### src/custom_a_cfg.svh
/*
 Register indices, field positions and reset values of the Custom A
 reference configuration bank. Assumes 8-bit registers on a 32-bit bus.
*/
`ifndef CUSTOM_A_CFG_SVH
`define CUSTOM_A_CFG_SVH

`define IDX_MULT_LO 8'h67
`define IDX_MULT_HI 8'h68
`define IDX_SCM_MIN 8'h69
`define IDX_SCM_MAX 8'h6A
`define IDX_CFM_MIN_LO 8'h6B
`define IDX_CFM_MIN_HI 8'h6C
`define IDX_CFM_MAX_LO 8'h6D
`define IDX_CTRL 8'hF0
`define IDX_STATUS 8'hF1

`define RST_BYTE 8'h00
`define RST_MULT_HI 6'h00
`define RST_CTRL 1'b0
`define RST_WRITTEN 7'h00

`define MULT_HI_MSB 5
`define CTRL_HOLD_BIT 0
`define STATUS_ALL_BIT 7
`define FREQ_STEP_KHZ 17'h00008

`endif

### src/custom_a_pkg.sv
/*
 Types shared by the Custom A configuration bank modules.
 Assumes custom_a_cfg.svh supplies the numeric constants.
*/
package custom_a_pkg;
	typedef logic [7:0] byte_t;
	typedef enum logic [1:0] {
		BUS_IDLE = 2'b00,
		BUS_ANSWER = 2'b01
	} bus_state_e;
	typedef struct packed {
		logic [13:0] multiplier;
		byte_t scm_min;
		byte_t scm_max;
		logic [15:0] cfm_min;
		byte_t cfm_max_lo;
	} limits_s;
endpackage

### src/reg_access_if.sv
/*
 One register access between the bus front end and the register store.
 Assumes req is a single-cycle strobe and rdata is combinational.
*/
`timescale 1ns/1ns
interface reg_access_if;
	import custom_a_pkg::*;
	logic req;
	logic we;
	logic lane_en;
	logic [7:0] index;
	byte_t wdata;
	byte_t rdata;
	modport bus_side (output req, output we, output lane_en, output index,
		output wdata, input rdata);
	modport reg_side (input req, input we, input lane_en, input index,
		input wdata, output rdata);
endinterface

### src/custom_a_config.sv
/*
 Custom A reference frequency configuration bank: multiplier, single
 cycle monitor bounds and cycle frequency monitor bounds, reached over
 a classic Wishbone slave, with assembled values driven to the monitors.
 Register map, by index:
  0x67 multiplier bits 7:0
  0x68 multiplier bits 13:8 in 5:0, bits 7:6 reserved, read as zero
  0x69 single cycle monitor lower bound
  0x6A single cycle monitor upper bound
  0x6B/0x6C cycle frequency monitor lower bound, low/high byte
  0x6D cycle frequency monitor upper bound, low byte
  0xF0 control, bit 0 freezes the monitor outputs
  0xF1 status, bits 6:0 written flags, bit 7 all written, write 1 clears
 Assumes one clock, synchronous reset, and 8-bit registers placed one
 per 32-bit word at byte address four times the register index.
*/
// Register access over Wishbone was decided locally.
`timescale 1ns/1ns
`include "custom_a_cfg.svh"
module custom_a_config import custom_a_pkg::*; (
	input wire logic clk_i,
	input wire logic rst_i,
	input wire logic wb_cyc_i,
	input wire logic wb_stb_i,
	input wire logic wb_we_i,
	input wire logic [9:2] wb_adr_i,
	input wire logic [3:0] wb_sel_i,
	input wire logic [31:0] wb_dat_i,
	output logic wb_ack_o,
	output logic [31:0] wb_dat_o,
	output logic [13:0] custom_a_multiplier_o,
	output logic [16:0] custom_a_nominal_khz_o,
	output logic [7:0] custom_a_single_cycle_min_o,
	output logic [7:0] custom_a_single_cycle_max_o,
	output logic [15:0] custom_a_cycle_freq_min_o,
	output logic [7:0] custom_a_cycle_freq_max_low_byte_o
);
	// ----------------------------------------------------------------
	// register state
	// ----------------------------------------------------------------
	typedef struct packed {
		byte_t custom_a_multiplier_low_byte;
		logic [`MULT_HI_MSB:0] custom_a_multiplier_high_bits;
		byte_t custom_a_single_cycle_min;
		byte_t custom_a_single_cycle_max;
		byte_t custom_a_cycle_freq_min_low_byte;
		byte_t custom_a_cycle_freq_min_high_byte;
		byte_t custom_a_cycle_freq_max_low_byte;
		logic hold;
		logic [6:0] written;
	} regs_s;

	regs_s cur;
	regs_s next_cur;
	limits_s live;
	limits_s shown;
	logic write_hit;
	logic [6:0] written_set;
	logic [6:0] written_clear;
	logic [6:0] entry_hit;

	reg_access_if acc ();

	// ----------------------------------------------------------------
	// per-entry address decode
	// ----------------------------------------------------------------
	// entries sit at consecutive indices; bit k of the mask is entry k
	for (genvar gi = 0; gi < 7; gi++) begin : g_entry
		assign entry_hit[gi] = acc.index == (`IDX_MULT_LO + 8'(gi));
	end

	// ----------------------------------------------------------------
	// bus front end
	// ----------------------------------------------------------------
	wb_frontend u_front (
		.clk_i(clk_i),
		.rst_i(rst_i),
		.wb_cyc_i(wb_cyc_i),
		.wb_stb_i(wb_stb_i),
		.wb_we_i(wb_we_i),
		.wb_adr_i(wb_adr_i),
		.wb_sel_i(wb_sel_i),
		.wb_dat_i(wb_dat_i),
		.wb_ack_o(wb_ack_o),
		.wb_dat_o(wb_dat_o),
		.acc(acc.bus_side)
	);

	// ----------------------------------------------------------------
	// write decode and register update
	// ----------------------------------------------------------------
	always_comb begin
		next_cur = cur;
		write_hit = acc.req && acc.we && acc.lane_en;
		written_set = write_hit ? entry_hit : 7'h00;
		written_clear = 7'h00;
		if (write_hit) begin
			case (acc.index)
				`IDX_MULT_LO: begin
					next_cur.custom_a_multiplier_low_byte = acc.wdata;
				end
				`IDX_MULT_HI: begin
					// top two bits reserved: never stored, read as zero
					next_cur.custom_a_multiplier_high_bits = acc.wdata[`MULT_HI_MSB:0];
				end
				`IDX_SCM_MIN: begin
					next_cur.custom_a_single_cycle_min = acc.wdata;
				end
				`IDX_SCM_MAX: begin
					next_cur.custom_a_single_cycle_max = acc.wdata;
				end
				`IDX_CFM_MIN_LO: begin
					next_cur.custom_a_cycle_freq_min_low_byte = acc.wdata;
				end
				`IDX_CFM_MIN_HI: begin
					next_cur.custom_a_cycle_freq_min_high_byte = acc.wdata;
				end
				`IDX_CFM_MAX_LO: begin
					next_cur.custom_a_cycle_freq_max_low_byte = acc.wdata;
				end
				`IDX_CTRL: begin
					next_cur.hold = acc.wdata[`CTRL_HOLD_BIT];
				end
				`IDX_STATUS: begin
					written_clear = acc.wdata[6:0];
				end
				default: begin
					// unmapped: acknowledged, nothing stored
				end
			endcase
		end
		// a byte written in the clear cycle stays flagged
		next_cur.written = (cur.written & ~written_clear) | written_set;
	end

	always_ff @(posedge clk_i) begin
		if (rst_i) begin
			cur <= '{
				`RST_BYTE,
				`RST_MULT_HI,
				`RST_BYTE,
				`RST_BYTE,
				`RST_BYTE,
				`RST_BYTE,
				`RST_BYTE,
				`RST_CTRL,
				`RST_WRITTEN
			};
		end else begin
			cur <= next_cur;
		end
	end

	// ----------------------------------------------------------------
	// read data
	// ----------------------------------------------------------------
	always_comb begin
		acc.rdata = 8'h00;
		case (acc.index)
			`IDX_MULT_LO: begin
				acc.rdata = cur.custom_a_multiplier_low_byte;
			end
			`IDX_MULT_HI: begin
				acc.rdata = {2'h0, cur.custom_a_multiplier_high_bits};
			end
			`IDX_SCM_MIN: begin
				acc.rdata = cur.custom_a_single_cycle_min;
			end
			`IDX_SCM_MAX: begin
				acc.rdata = cur.custom_a_single_cycle_max;
			end
			`IDX_CFM_MIN_LO: begin
				acc.rdata = cur.custom_a_cycle_freq_min_low_byte;
			end
			`IDX_CFM_MIN_HI: begin
				acc.rdata = cur.custom_a_cycle_freq_min_high_byte;
			end
			`IDX_CFM_MAX_LO: begin
				acc.rdata = cur.custom_a_cycle_freq_max_low_byte;
			end
			`IDX_CTRL: begin
				acc.rdata = {7'h00, cur.hold};
			end
			`IDX_STATUS: begin
				acc.rdata = {&cur.written, cur.written};
			end
			default: begin
				acc.rdata = 8'h00;
			end
		endcase
	end

	// ----------------------------------------------------------------
	// value assembly toward the monitors
	// ----------------------------------------------------------------
	always_comb begin
		live.multiplier = {cur.custom_a_multiplier_high_bits,
			cur.custom_a_multiplier_low_byte};
		live.scm_min = cur.custom_a_single_cycle_min;
		live.scm_max = cur.custom_a_single_cycle_max;
		live.cfm_min = {cur.custom_a_cycle_freq_min_high_byte,
			cur.custom_a_cycle_freq_min_low_byte};
		live.cfm_max_lo = cur.custom_a_cycle_freq_max_low_byte;
	end

	// whole values only leave here; hold freezes them during updates
	limit_assembler u_asm (
		.clk_i(clk_i),
		.rst_i(rst_i),
		.live_i(live),
		.hold_i(cur.hold),
		.limits_o(shown),
		.nominal_khz_o(custom_a_nominal_khz_o)
	);

	assign custom_a_multiplier_o = shown.multiplier;
	assign custom_a_single_cycle_min_o = shown.scm_min;
	assign custom_a_single_cycle_max_o = shown.scm_max;
	assign custom_a_cycle_freq_min_o = shown.cfm_min;
	assign custom_a_cycle_freq_max_low_byte_o = shown.cfm_max_lo;
endmodule // custom_a_config

### src/limit_assembler.sv
/*
 Presents the assembled Custom A values to the reference monitors.
 Assumes the live values come from registers on the same clock.
*/
`timescale 1ns/1ns
`include "custom_a_cfg.svh"
module limit_assembler import custom_a_pkg::*; (
	input wire logic clk_i,
	input wire logic rst_i,
	input wire limits_s live_i,
	input wire logic hold_i,
	output limits_s limits_o,
	output logic [16:0] nominal_khz_o
);
	typedef struct packed {
		limits_s held;
		logic [16:0] khz;
	} asm_s;

	asm_s cur;
	asm_s next_cur;

	always_comb begin
		next_cur = cur;
		// hold lets software change several bytes without the monitors
		// ever seeing a half-written value
		if (!hold_i) begin
			next_cur.held = live_i;
		end
		next_cur.khz = 17'(next_cur.held.multiplier) * `FREQ_STEP_KHZ;
	end

	always_ff @(posedge clk_i) begin
		if (rst_i) begin
			cur <= '0;
		end else begin
			cur <= next_cur;
		end
	end

	assign limits_o = cur.held;
	assign nominal_khz_o = cur.khz;
endmodule // limit_assembler

### src/wb_frontend.sv
/*
 Classic Wishbone slave front end: one access per request, ack one cycle
 after the request is seen, ack held for one cycle only.
 Assumes the master drops cyc/stb for at least one cycle after ack.
*/
`timescale 1ns/1ns
module wb_frontend import custom_a_pkg::*; (
	input wire logic clk_i,
	input wire logic rst_i,
	input wire logic wb_cyc_i,
	input wire logic wb_stb_i,
	input wire logic wb_we_i,
	input wire logic [9:2] wb_adr_i,
	input wire logic [3:0] wb_sel_i,
	input wire logic [31:0] wb_dat_i,
	output logic wb_ack_o,
	output logic [31:0] wb_dat_o,
	reg_access_if.bus_side acc
);
	typedef struct packed {
		bus_state_e state;
		logic ack;
		logic [31:0] dat;
	} front_s;

	front_s cur;
	front_s next_cur;

	always_comb begin
		next_cur = cur;
		acc.req = 1'b0;
		acc.we = wb_we_i;
		acc.lane_en = wb_sel_i[0];
		acc.index = wb_adr_i;
		acc.wdata = wb_dat_i[7:0];
		case (cur.state)
			BUS_IDLE: begin
				if (wb_cyc_i && wb_stb_i) begin
					acc.req = 1'b1;
					next_cur.state = BUS_ANSWER;
					next_cur.ack = 1'b1;
					next_cur.dat = wb_we_i ? 32'h00000000 : {24'h000000, acc.rdata};
				end
			end
			BUS_ANSWER: begin
				// ack lasts one cycle so a held stb is not taken twice
				next_cur.state = BUS_IDLE;
				next_cur.ack = 1'b0;
				next_cur.dat = 32'h00000000;
			end
			default: begin
				next_cur.state = BUS_IDLE;
				next_cur.ack = 1'b0;
			end
		endcase
	end

	always_ff @(posedge clk_i) begin
		if (rst_i) begin
			cur <= '{BUS_IDLE, 1'b0, 32'h00000000};
		end else begin
			cur <= next_cur;
		end
	end

	assign wb_ack_o = cur.ack;
	assign wb_dat_o = cur.dat;
endmodule // wb_frontend

### config.mk
export PLATFORM = sky130hd
export DESIGN_NAME = custom_a_config
export DESIGN_NICKNAME = d
export VERILOG_FILES = /design/src/custom_a_pkg.sv /design/src/reg_access_if.sv /design/src/custom_a_config.sv /design/src/limit_assembler.sv /design/src/wb_frontend.sv
export VERILOG_INCLUDE_DIRS = /design/src /design/src/src
export SDC_FILE = /design/constraint.sdc
export NUM_CORES = 1
export LEC_CHECK = 0
export ABC_AREA = 1
export ABC_CLOCK_PERIOD_IN_PS = 2360
export BUFFER_PORTS_ARGS = -buffer_cell sky130_fd_sc_hd__buf_4
export CAP_MARGIN = 30
export CORE_AREA = 2 2 137 139
export CTS_CLUSTER_DIAMETER = 150
export DETAILED_ROUTE_END_ITERATION = 7
export DIE_AREA = 0 0 139 141
export HOLD_SLACK_MARGIN = 0.12
export SLEW_MARGIN = 20
export SYNTH_ARGS = -nofsm -noshare
export SYNTH_HDL_FRONTEND = slang
export SYNTH_SLANG_ARGS = --single-unit
### constraint.sdc
create_clock -name clk_i -period 2.36 [get_ports clk_i]
set_input_delay 0.118 -clock clk_i [delete_from_list [all_inputs] [get_ports clk_i]]
set_output_delay 0.118 -clock clk_i [all_outputs]
set_load 0.01 [all_outputs]
# Yosys cells after proc, flatten, opt, wreduce, memory -nomap -nowiden
# Index checks and enable logic that the tools add are counted.
# word_totals
reg_bits	152
latch_bits	0
word_cells	57
rom_bits	0
ram_bits	0
output_inout_bits	104
memories	0
inputBits	49
# op_classes
n_mul	0
mux	10
div	0
n_addsub	0
reduce_logical	16
n_eq_ne	10
n_shift	0
n_bitwise	4
magnitude_cmp	0
# ops
operator	n
one-hot mux 8 bit (9 select lines)	1
one-hot mux 32 bit (2 select lines)	1
equality test 8 x 7 -> 1 bit (second input constant)	7
two-way mux 54 bit	1
two-way mux 32 bit	1
two-way mux 7 bit	3
AND reduction 2 bit	9
equality test 8 bit (second input constant)	2
two-way mux 8 bit	1
AND 7 bit	1
NOT 7 bit	1
bitwise OR 7 bit	1
AND reduction 7 bit	1
logical AND 1 bit	3
zero test 2 bit	1
two-way mux 1 bit	2
!= test 2 x 1 -> 1 bit (second input constant)	1
nonzero test 2 bit	1
OR reduction 2 bit	1
NOT 1 bit	1

# Longest topological paths before layout
# Gate-level depths: netlist (run 1).
# depth
depth_word	9
ltp_mapped	11

# Modules after synthesis
# A second synthesis (run 1) with hierarchy kept.
# hier_totals
cells_unflattened	917
area_unflattened_um2	6256.0
# by_module_without_submodules
mod	instances	seq_area_each_um2	cells_per_inst	area_per_inst_um2
custom_a_config	1	1241.2	455	3195.6
limit_assembler	1	1081.0	360	2336.0
wb_frontend	1	180.2	102	724.4

# Worst setup path before layout (run 1)
# Ideal clock, no wire load.
# synth_timing
path_kind	reg-to-reg
startpoint	register u_front.cur[33] (netlist name)
endpoint	register cur[0] (netlist name)
setup_time_ns	0.132
path_buffers	0
path_stages_with_launch	6
slack_ns	0.986
required_ns	2.228
synth_period_minus_slack_ns	1.374
arrival_time_ns	1.242
path_cell_list	dfxtp_1 nor2_2 nand3_4 or2_1 o21ai_0 a21oi_1
# synth_via
elab_chain_len	8
word_cells_on_any_way	9
cone_classes	3 x mux; 3 x bitwise; 3 x reduce/logical
# synth_rtl
item	line_no	rtl
from (decl)	wb_frontend.sv:26	front_s cur;
from (signal assigned)	wb_frontend.sv:60	cur <= '{BUS_IDLE, 1'b0, 32'h00000000};
from (signal assigned)	wb_frontend.sv:62	cur <= next_cur;
zero test 2 bit *	wb_frontend.sv:36	case (cur.state)
two-way mux 1 bit *	wb_frontend.sv:36	
logical AND 1 bit * (2 in series)	custom_a_config.sv:94	write_hit = acc.req && acc.we && acc.lane_en;
two-way mux 7 bit	custom_a_config.sv:97	if (write_hit) begin
NOT 7 bit	custom_a_config.sv:133	next_cur.written = (cur.written & ~written_clear) | written_set;
AND 7 bit	custom_a_config.sv:133	
bitwise OR 7 bit *	custom_a_config.sv:133	
to (signal assigned)	custom_a_config.sv:138	cur <= '{
to (signal assigned)	custom_a_config.sv:150	cur <= next_cur;
to (decl)	custom_a_config.sv:53	regs_s cur;
# Every way passes the cells marked *; elsewhere a longest branch is shown, timed or not.
# A chain may end at the register's enable or synchronous reset.

# Worst setup path in the final report (run 1)
# layout_timing
startpoint	input port wb_cyc_i
endpoint	register cur[61] (netlist name)
# layout_via
elab_chain_len	6
# layout_rtl
item	line_no	rtl
from (decl)	custom_a_config.sv:23	input wire logic wb_cyc_i,
logical AND 1 bit	wb_frontend.sv:38	if (wb_cyc_i && wb_stb_i) begin
two-way mux 1 bit	wb_frontend.sv:38	
two-way mux 1 bit	wb_frontend.sv:36	
logical AND 1 bit (2 in series)	custom_a_config.sv:94	
AND reduction 2 bit (no source line)	n/a	
# No other way between the ends.

==> results of run 1 <==
-- report_power, final --
| group | internal (mW) | switching, mW |
|---|---|---|
| Clock | 1.69 | 0.982 |
| Combinational | 0.0544 | 0.130 |
| Sequential | 2.11 | 0.00102 |
-- placed cells by master, fill, tap and decap left out, types with 3 or more instances in the layout --
cell,Yosys,final
sky130_fd_sc_hd__inv_1,44,43
sky130_fd_sc_hd__conb_1,1,27
sky130_fd_sc_hd__clkinv_4,0,4
sky130_fd_sc_hd__nor2_2,4,4
sky130_fd_sc_hd__inv_2,3,4
sky130_fd_sc_hd__o21ai_0,125,125
sky130_fd_sc_hd__clkinv_2,0,3
sky130_fd_sc_hd__dfxtp_1,125,125
sky130_fd_sc_hd__nor2_1,120,120
sky130_fd_sc_hd__bufinv_16,0,3
sky130_fd_sc_hd__buf_4,49,104
sky130_fd_sc_hd__clkbuf_16,0,17
sky130_fd_sc_hd__nor2_4,11,11
sky130_fd_sc_hd__nand2_2,13,13
sky130_fd_sc_hd__a21oi_1,82,82
sky130_fd_sc_hd__nand3_1,46,46
sky130_fd_sc_hd__nand2_1,42,42
sky130_fd_sc_hd__dlygate4sd3_1,0,5
sky130_fd_sc_hd__clkinvlp_4,0,4
-- logic make-up (layout without fill, tap and decap cells) --
kind of cell	after synthesis	count (layout)	share of synthesized area (%)
compound gates	210	210	19.77
other cells	1	27	0.06964
simple gates	243	243	21.19
buf+inv	124	190	12.50
flops	125	125	46.47
-- sequential cells by signal, summed over array words and instances (netlist names) --
name,flops
cur,62
u_asm.limits_o,54
u_front.wb_dat_o,8
u_front.cur,1
-- per-stage QoR --
stage	util, %	cell area, um2	hold slack [ps]
final	36.91	6743	131.1
after CTS	36.91	6743	120.5
after floorplan	-	5483	252.9
after global placement	33.30	6083	427.9
after detailed placement	33.30	6083	435.2
after global routing	36.91	6743	126.6
-- per-layer routing --
metal,global-route usage [%],vias up,wire (um)
li1,-,2413,-
met1,20.88,2155,7195
met2,22.79,141,6447
met3,4.042,23,855
met4,6.752,0,397
met5,0,-,0
-- worst max-delay path: cells and delay by family --
| family | cells | cell delay (ps) |
|---|---|---|
| simple gates | 4 | 800 |
| buf+inv | 3 | 760 |
| compound gates | 2 | 230 |
-- worst max path at each step --
| stage | slack (ps) | endpoint | depth (start not counted) |
|---|---|---|---|
| global route | 600 | cur[49]$_SDFFE_PP0P_ | 8 |
| CTS | 780 | cur[61]$_SDFFE_PP0P_ | 9 |
| floorplan | 990 | cur[0]$_SDFF_PP0_ | 5 |
| global placement | 630 | cur[48]$_SDFFE_PP0P_ | 8 |
| finish | 750 | cur[61]$_SDFFE_PP0P_ | 9 |
| detailed placement | 600 | cur[52]$_SDFFE_PP0P_ | 8 |
-- cell usage after synthesis (3+ instances only) --
master	number	share of area, %
sky130_fd_sc_hd__buf_6	3	0.63
sky130_fd_sc_hd__buf_4	49	6.8
sky130_fd_sc_hd__nand2_1	42	2.9
sky130_fd_sc_hd__dfxtp_1	125	46
sky130_fd_sc_hd__nor2_1	120	8.4
sky130_fd_sc_hd__nand2_2	13	1.5
sky130_fd_sc_hd__nor2_4	11	2.3
sky130_fd_sc_hd__nor2_2	4	0.46
sky130_fd_sc_hd__inv_2	3	0.21
sky130_fd_sc_hd__clkbuf_1	22	1.5
sky130_fd_sc_hd__inv_1	44	3.1
sky130_fd_sc_hd__o21ai_0	125	12
sky130_fd_sc_hd__a21oi_1	82	7.6
sky130_fd_sc_hd__nand3_1	46	4.3
-- what timing repair did --
action,CTS,global route
setup buffers,0,0
hold buffers,5,0
hold endpoints to repair,27,0
endpoints found under the setup margin,0,0
-- final cells by class --
class / instances / area, um2
Timing Repair Buffer: 110 / 850.8
Clock inverter: 14 / 170.2
Tap cell: 234 / 292.8
Clock buffer: 18 / 439.2
Sequential cell: 125 / 2502
Fill cell: 1918 / 11520
Multi-Input combinational cell: 480 / 2307
Inverter: 48 / 180.2
==> out/qor.yml, run 1 <==
run_status: "finished, final reports clean"
overall_die_height_um: 141
timing.critical_path.arrival_ps: 1920
vias_in_the_first_global_route: 4331
crit_path_start_kind: "primary input"
coreArea_um2: 18270
crit_required_ps: 2670
place.detailed.instances: 992
ff2ff_path_depth: 6
vias: 4732
post_synth_num_cell_types: 28
proportion_of_synthesized_chip_area_in_sequential_cells_pct: 46.47
layout_min_cycle_time_ps: 1615
area_growth_pct: 25.21
cell_by_cell_trace_of_the_critical_path: "dlygate4sd3_1, buf_4, nand2_1, nor2_2, nand3_4, nor2_4, inv_1, o21ai_0, a21oi_1"
buffer_levels_on_the_longest_clock_path: 2
end_kind: "register"
grt_overflow_total: 0
worst_hold_path.num_cells: 3
cts-resized-gates: 0
max_clock_freq_ghz: 0.6193
timing.critical_path.fanout_max: 15
htree_levels: 4
postRouteAntennaNets: 0
grt_pass1_wl_mm: 23.41
groute.usage.overall_pct: 15.31
slew_headroom_pct: 57.90
critical_path_class: "primary input to register"
reg2reg_to: "cur[61]$_SDFFE_PP0P_"
ys_async_sr_fraction_pct: 0
route.detailed.vias_per_inst: 4.599
drive_gt1_share_pct: 21.89
post_route_drc_violation_count: 0
dp_worst_setup_slack_ps: 603.7
final-instance-count-excl-fill: 1029
critical-path-slowest-cell: "sky130_fd_sc_hd__dlygate4sd3_1"
unrepaired_setup_endpoints_after_global_routing: "no"
report.final.slew_viol_count: 0
die_w_um: 139
hp-class: "primary input to register"
max_stage_delay_ps: 530
final_nets: 831
synthesis.area_um2: 5385
report.final.hold_viol_count: 0
cts-root-buf: "sky130_fd_sc_hd__clkbuf_16"
critPathLaunch: "wb_cyc_i"
final_min_period_over_clock_period_pct: 68.42
drt-pass1-iter-count: 5
wl_mm: 14.90
timing.final.ws_setup_ps: 745.2
setup_total_negative_slack_ps: 0
worst_pin_slew_ps: 631.5
hold-path-endpoint: "cur[20]$_SDFFE_PP0P_"
worst_case_vdd_ir_drop_mv: 0.4954
fin_skew_ps: 5.823
total_leakage_power_nw: 2.978
grt_max_degree: 46
synth_area_per_cell_um2: 7.660
yosysWarningCount: 0
gp_congestion: 0.8950
worst_skew_pair.late_latency_ps: 420
cts_tree: "done"
antenna_found_initial: 0
power.density_nw_per_um2: 736.3
reg2reg_from: "u_front.cur[33]$_SDFFE_PP0N_"
final_number_of_setup_violating_endpoints: 0
synth_edf_count: 0
detailedPlacementHpwl_mm: 10.63
tritoncts_num_sinks: 125
initial_core_util_pct: 29.48
power.total_mw: 4.965
postSynthRegisterBits: 125
drv_cap: 0
antenna-diode-count: 0
synth-main-ff-cell: "sky130_fd_sc_hd__dfxtp_1"
synthesis.instances: 703
cts_made_buffers: 17
post_drt_wl_per_cell_um: 14.48
clkTransAtPathRegs_ps: 60
dieArea_um2: 19600
port-buffer-count: 98
hp-start: "wb_dat_i[4]"
core_rows: 50
boundaryPins: 153
rrSetupSlack_ps: 780
number_of_drc_markers_after_the_initial_detailed_route_iteration: 362
Power figures use the tool's default switching activity.
==> run 2, diff against run 1 <==
ABC_AREA = 0   (was 1)
ABC_CLOCK_PERIOD_IN_PS = 1500   (was 2360)
CORE_AREA = 2 2 138 140   (was 2 2 137 139)
DIE_AREA = 0 0 140 142   (was 0 0 139 141)
clock period = 1.5 ns   (was 2.36 ns; I/O delays follow)
==> out/qor.yml, run 2 <==
timing.hold.ws_ps: 182.3
rrSetupSlack_ps: -50
route.detailed.vias_per_inst: 4.624
final-instance-count-excl-fill: 992
critical_path_class: "register to register"
boundaryPins: 153
slew_headroom_pct: 65.03
number_of_drc_markers_after_the_initial_detailed_route_iteration: 360
max_clock_freq_ghz: 0.6447
critical-path-slowest-cell: "sky130_fd_sc_hd__or3_4"
fin_skew_ps: 6.400
drt-pass1-iter-count: 7
grt_pass1_wl_mm: 24.08
post_route_drc_violation_count: 11
report.final.slew_viol_count: 0
timing.critical_path.fanout_max: 5
total_leakage_power_nw: 2.964
grt_max_degree: 117
failed_checks: "design-rule violations, negative setup slack"
setup_total_negative_slack_ps: -636.5
post-synth-top-count-cell: "sky130_fd_sc_hd__dfxtp_1"
core_rows: 50
drive_gt1_share_pct: 30.08
buffer_levels_on_the_longest_clock_path: 2
area.sequential_um2: 2505
final_number_of_setup_violating_endpoints: 23
worst_skew_pair.late_latency_ps: 420
synthesis.area_um2: 5405
drv_cap: 0
worst_pin_slew_ps: 524.6
postRouteAntennaNets: 0
initial_core_util_pct: 29.29
unrepaired_setup_endpoints_after_global_routing: "yes"
cp_top_family: "simple AND/OR/NAND/NOR gates"
max_stage_delay_ps: 380
crit_required_ps: 1790
clkTransAtPathRegs_ps: 50
end_kind: "register"
worst_case_vdd_ir_drop_mv: 0.6501
cts-root-buf: "sky130_fd_sc_hd__clkbuf_16"
layout.cells.most_common_list: "sky130_fd_sc_hd__buf_4 (165), sky130_fd_sc_hd__dfxtp_1 (123), sky130_fd_sc_hd__nor2_1 (98)"
yosysWarningCount: 0
place.detailed.instances: 942
timing.critical_path.buf_inv: 1
post_drt_wl_per_cell_um: 15.97
synth_area_per_cell_um2: 9.039
report.final.hold_viol_count: 0
timing.final.ws_setup_ps: -51.07
post_synth_num_cell_types: 48
cell_by_cell_trace_of_the_critical_path: "or3_4, nor4_4, buf_4, mux2i_1, nor2_1"
wl_mm: 15.84
final_util_pct: 40.60
synthesis.instances: 598
final_min_period_over_clock_period_pct: 103.4
overall_die_height_um: 142
timing.critical_path.arrival_ps: 1840
detailedPlacementHpwl_mm: 11.25
hp-class: "primary input to register"
run_status: "finished, violations left"
tritoncts_num_sinks: 125
htree_levels: 4
synth_top_area_cell: "sky130_fd_sc_hd__dfxtp_1"
postSynthRegisterBits: 125
power.density_nw_per_um2: 1064
layout_min_cycle_time_ps: 1551
fillers: 1810
coreArea_um2: 18460
cts_made_buffers: 17
ys_async_sr_fraction_pct: 0
synth_edf_count: 0
antenna_found_initial: 0
cts_tree: "done"
largest_register: "cur"
grt_overflow_total: 0
final_nets: 795
yosysTopAreaCellShare_pct: 46.30
antenna-diode-count: 0
largest_reg_flops: 62
netlist_top_cells_count: "sky130_fd_sc_hd__dfxtp_1 (125), sky130_fd_sc_hd__nor2_1 (98), sky130_fd_sc_hd__mux2i_1 (92), sky130_fd_sc_hd__nand2_1 (65), sky130_fd_sc_hd__buf_4 (41)"
synth-main-ff-cell: "sky130_fd_sc_hd__dfxtp_1"
proportion_of_synthesized_chip_area_in_sequential_cells_pct: 46.30
gp_congestion: 0.9376
port-buffer-count: 98
dieArea_um2: 19880
synth.top_cells.by_area: "sky130_fd_sc_hd__dfxtp_1 (46%), sky130_fd_sc_hd__mux2i_1 (17%), sky130_fd_sc_hd__nor2_1 (6.8%)"
die_w_um: 140
multi_input_comb_area_um2: 2576
crit_path_start_kind: "register"
mostFrequentLayoutCell: "sky130_fd_sc_hd__buf_4"
area_growth_pct: 38.63
vias_in_the_first_global_route: 4227
vias: 4587
power.total_mw: 7.973
groute.usage.overall_pct: 15.91
## run 2: worst min-delay path, delay by kind of cell
kind            cells  cell delay, ps
buf+inv             4             350
compound gates      2             120
## run 2: worst paths after layout
kind | from | endpoint | cells past startpoint
min | wb_we_i | u_front.wb_dat_o[2]$_SDFFE_PP0P_ | 6
max reg2reg | u_front.cur[33]$_SDFFE_PP0N_ | cur[39]$_SDFFE_PP0P_ | 5
min reg2reg | u_front.wb_dat_o[2]$_SDFFE_PP0P_ | u_front.wb_dat_o[2]$_SDFFE_PP0P_ | 2
max | u_front.cur[33]$_SDFFE_PP0N_ | cur[39]$_SDFFE_PP0P_ | 5
## run 2: kinds of logic after synthesis
| logic type | Yosys count | synth area share (%) |
|---|---|---|
| buf+inv | 88 | 9.190 |
| mux | 99 | 18.91 |
| other cells | 1 | 0.06938 |
| flops | 125 | 46.30 |
| simple gates | 217 | 17.62 |
| compound gates | 68 | 7.917 |
## run 2: stage by stage
stage          cell area, um2  setup WS (ps)
2_1_floorplan            5534         -89.86
3_3_place_gp             6623         -153.1
3_5_place_dp             6623         -172.3
4_1_cts                  7428         -33.12
5_1_grt                  7493         -130.8
6_report                 7493         -51.07
## run 2: final cells by class
class | count | share of cell area, %
inverters | 5 | 0.2505
repair buffers | 186 | 19.75
clock buffers | 25 | 6.879
flip-flops and latches | 125 | 33.43
clock inverters | 6 | 1.403
well taps | 234 | 3.907
multi-input cells | 411 | 34.38
## run 2: what timing repair did
item	4_1_cts	5_1_grt
endpoints found under the setup margin	37	48
pin swaps	1	5
hold buffers	12	0
buffers inserted	3	1
gates cloned	1	2
hold endpoints to repair	70	0
resized for setup	10	16
## run 2: layer usage
| metal | routed length, um | GRT usage [%] |
|---|---|---|
| met5 | 0 | 0 |
| met4 | 287 | 5.210 |
| met3 | 871 | 4.105 |
| met2 | 7075 | 24.11 |
| met1 | 7607 | 22.17 |
## run 2: power by group
part,switching [mW],internal (mW)
sequential,0.000952,3.32
combinational,0.229,0.139
clock,1.42,2.86
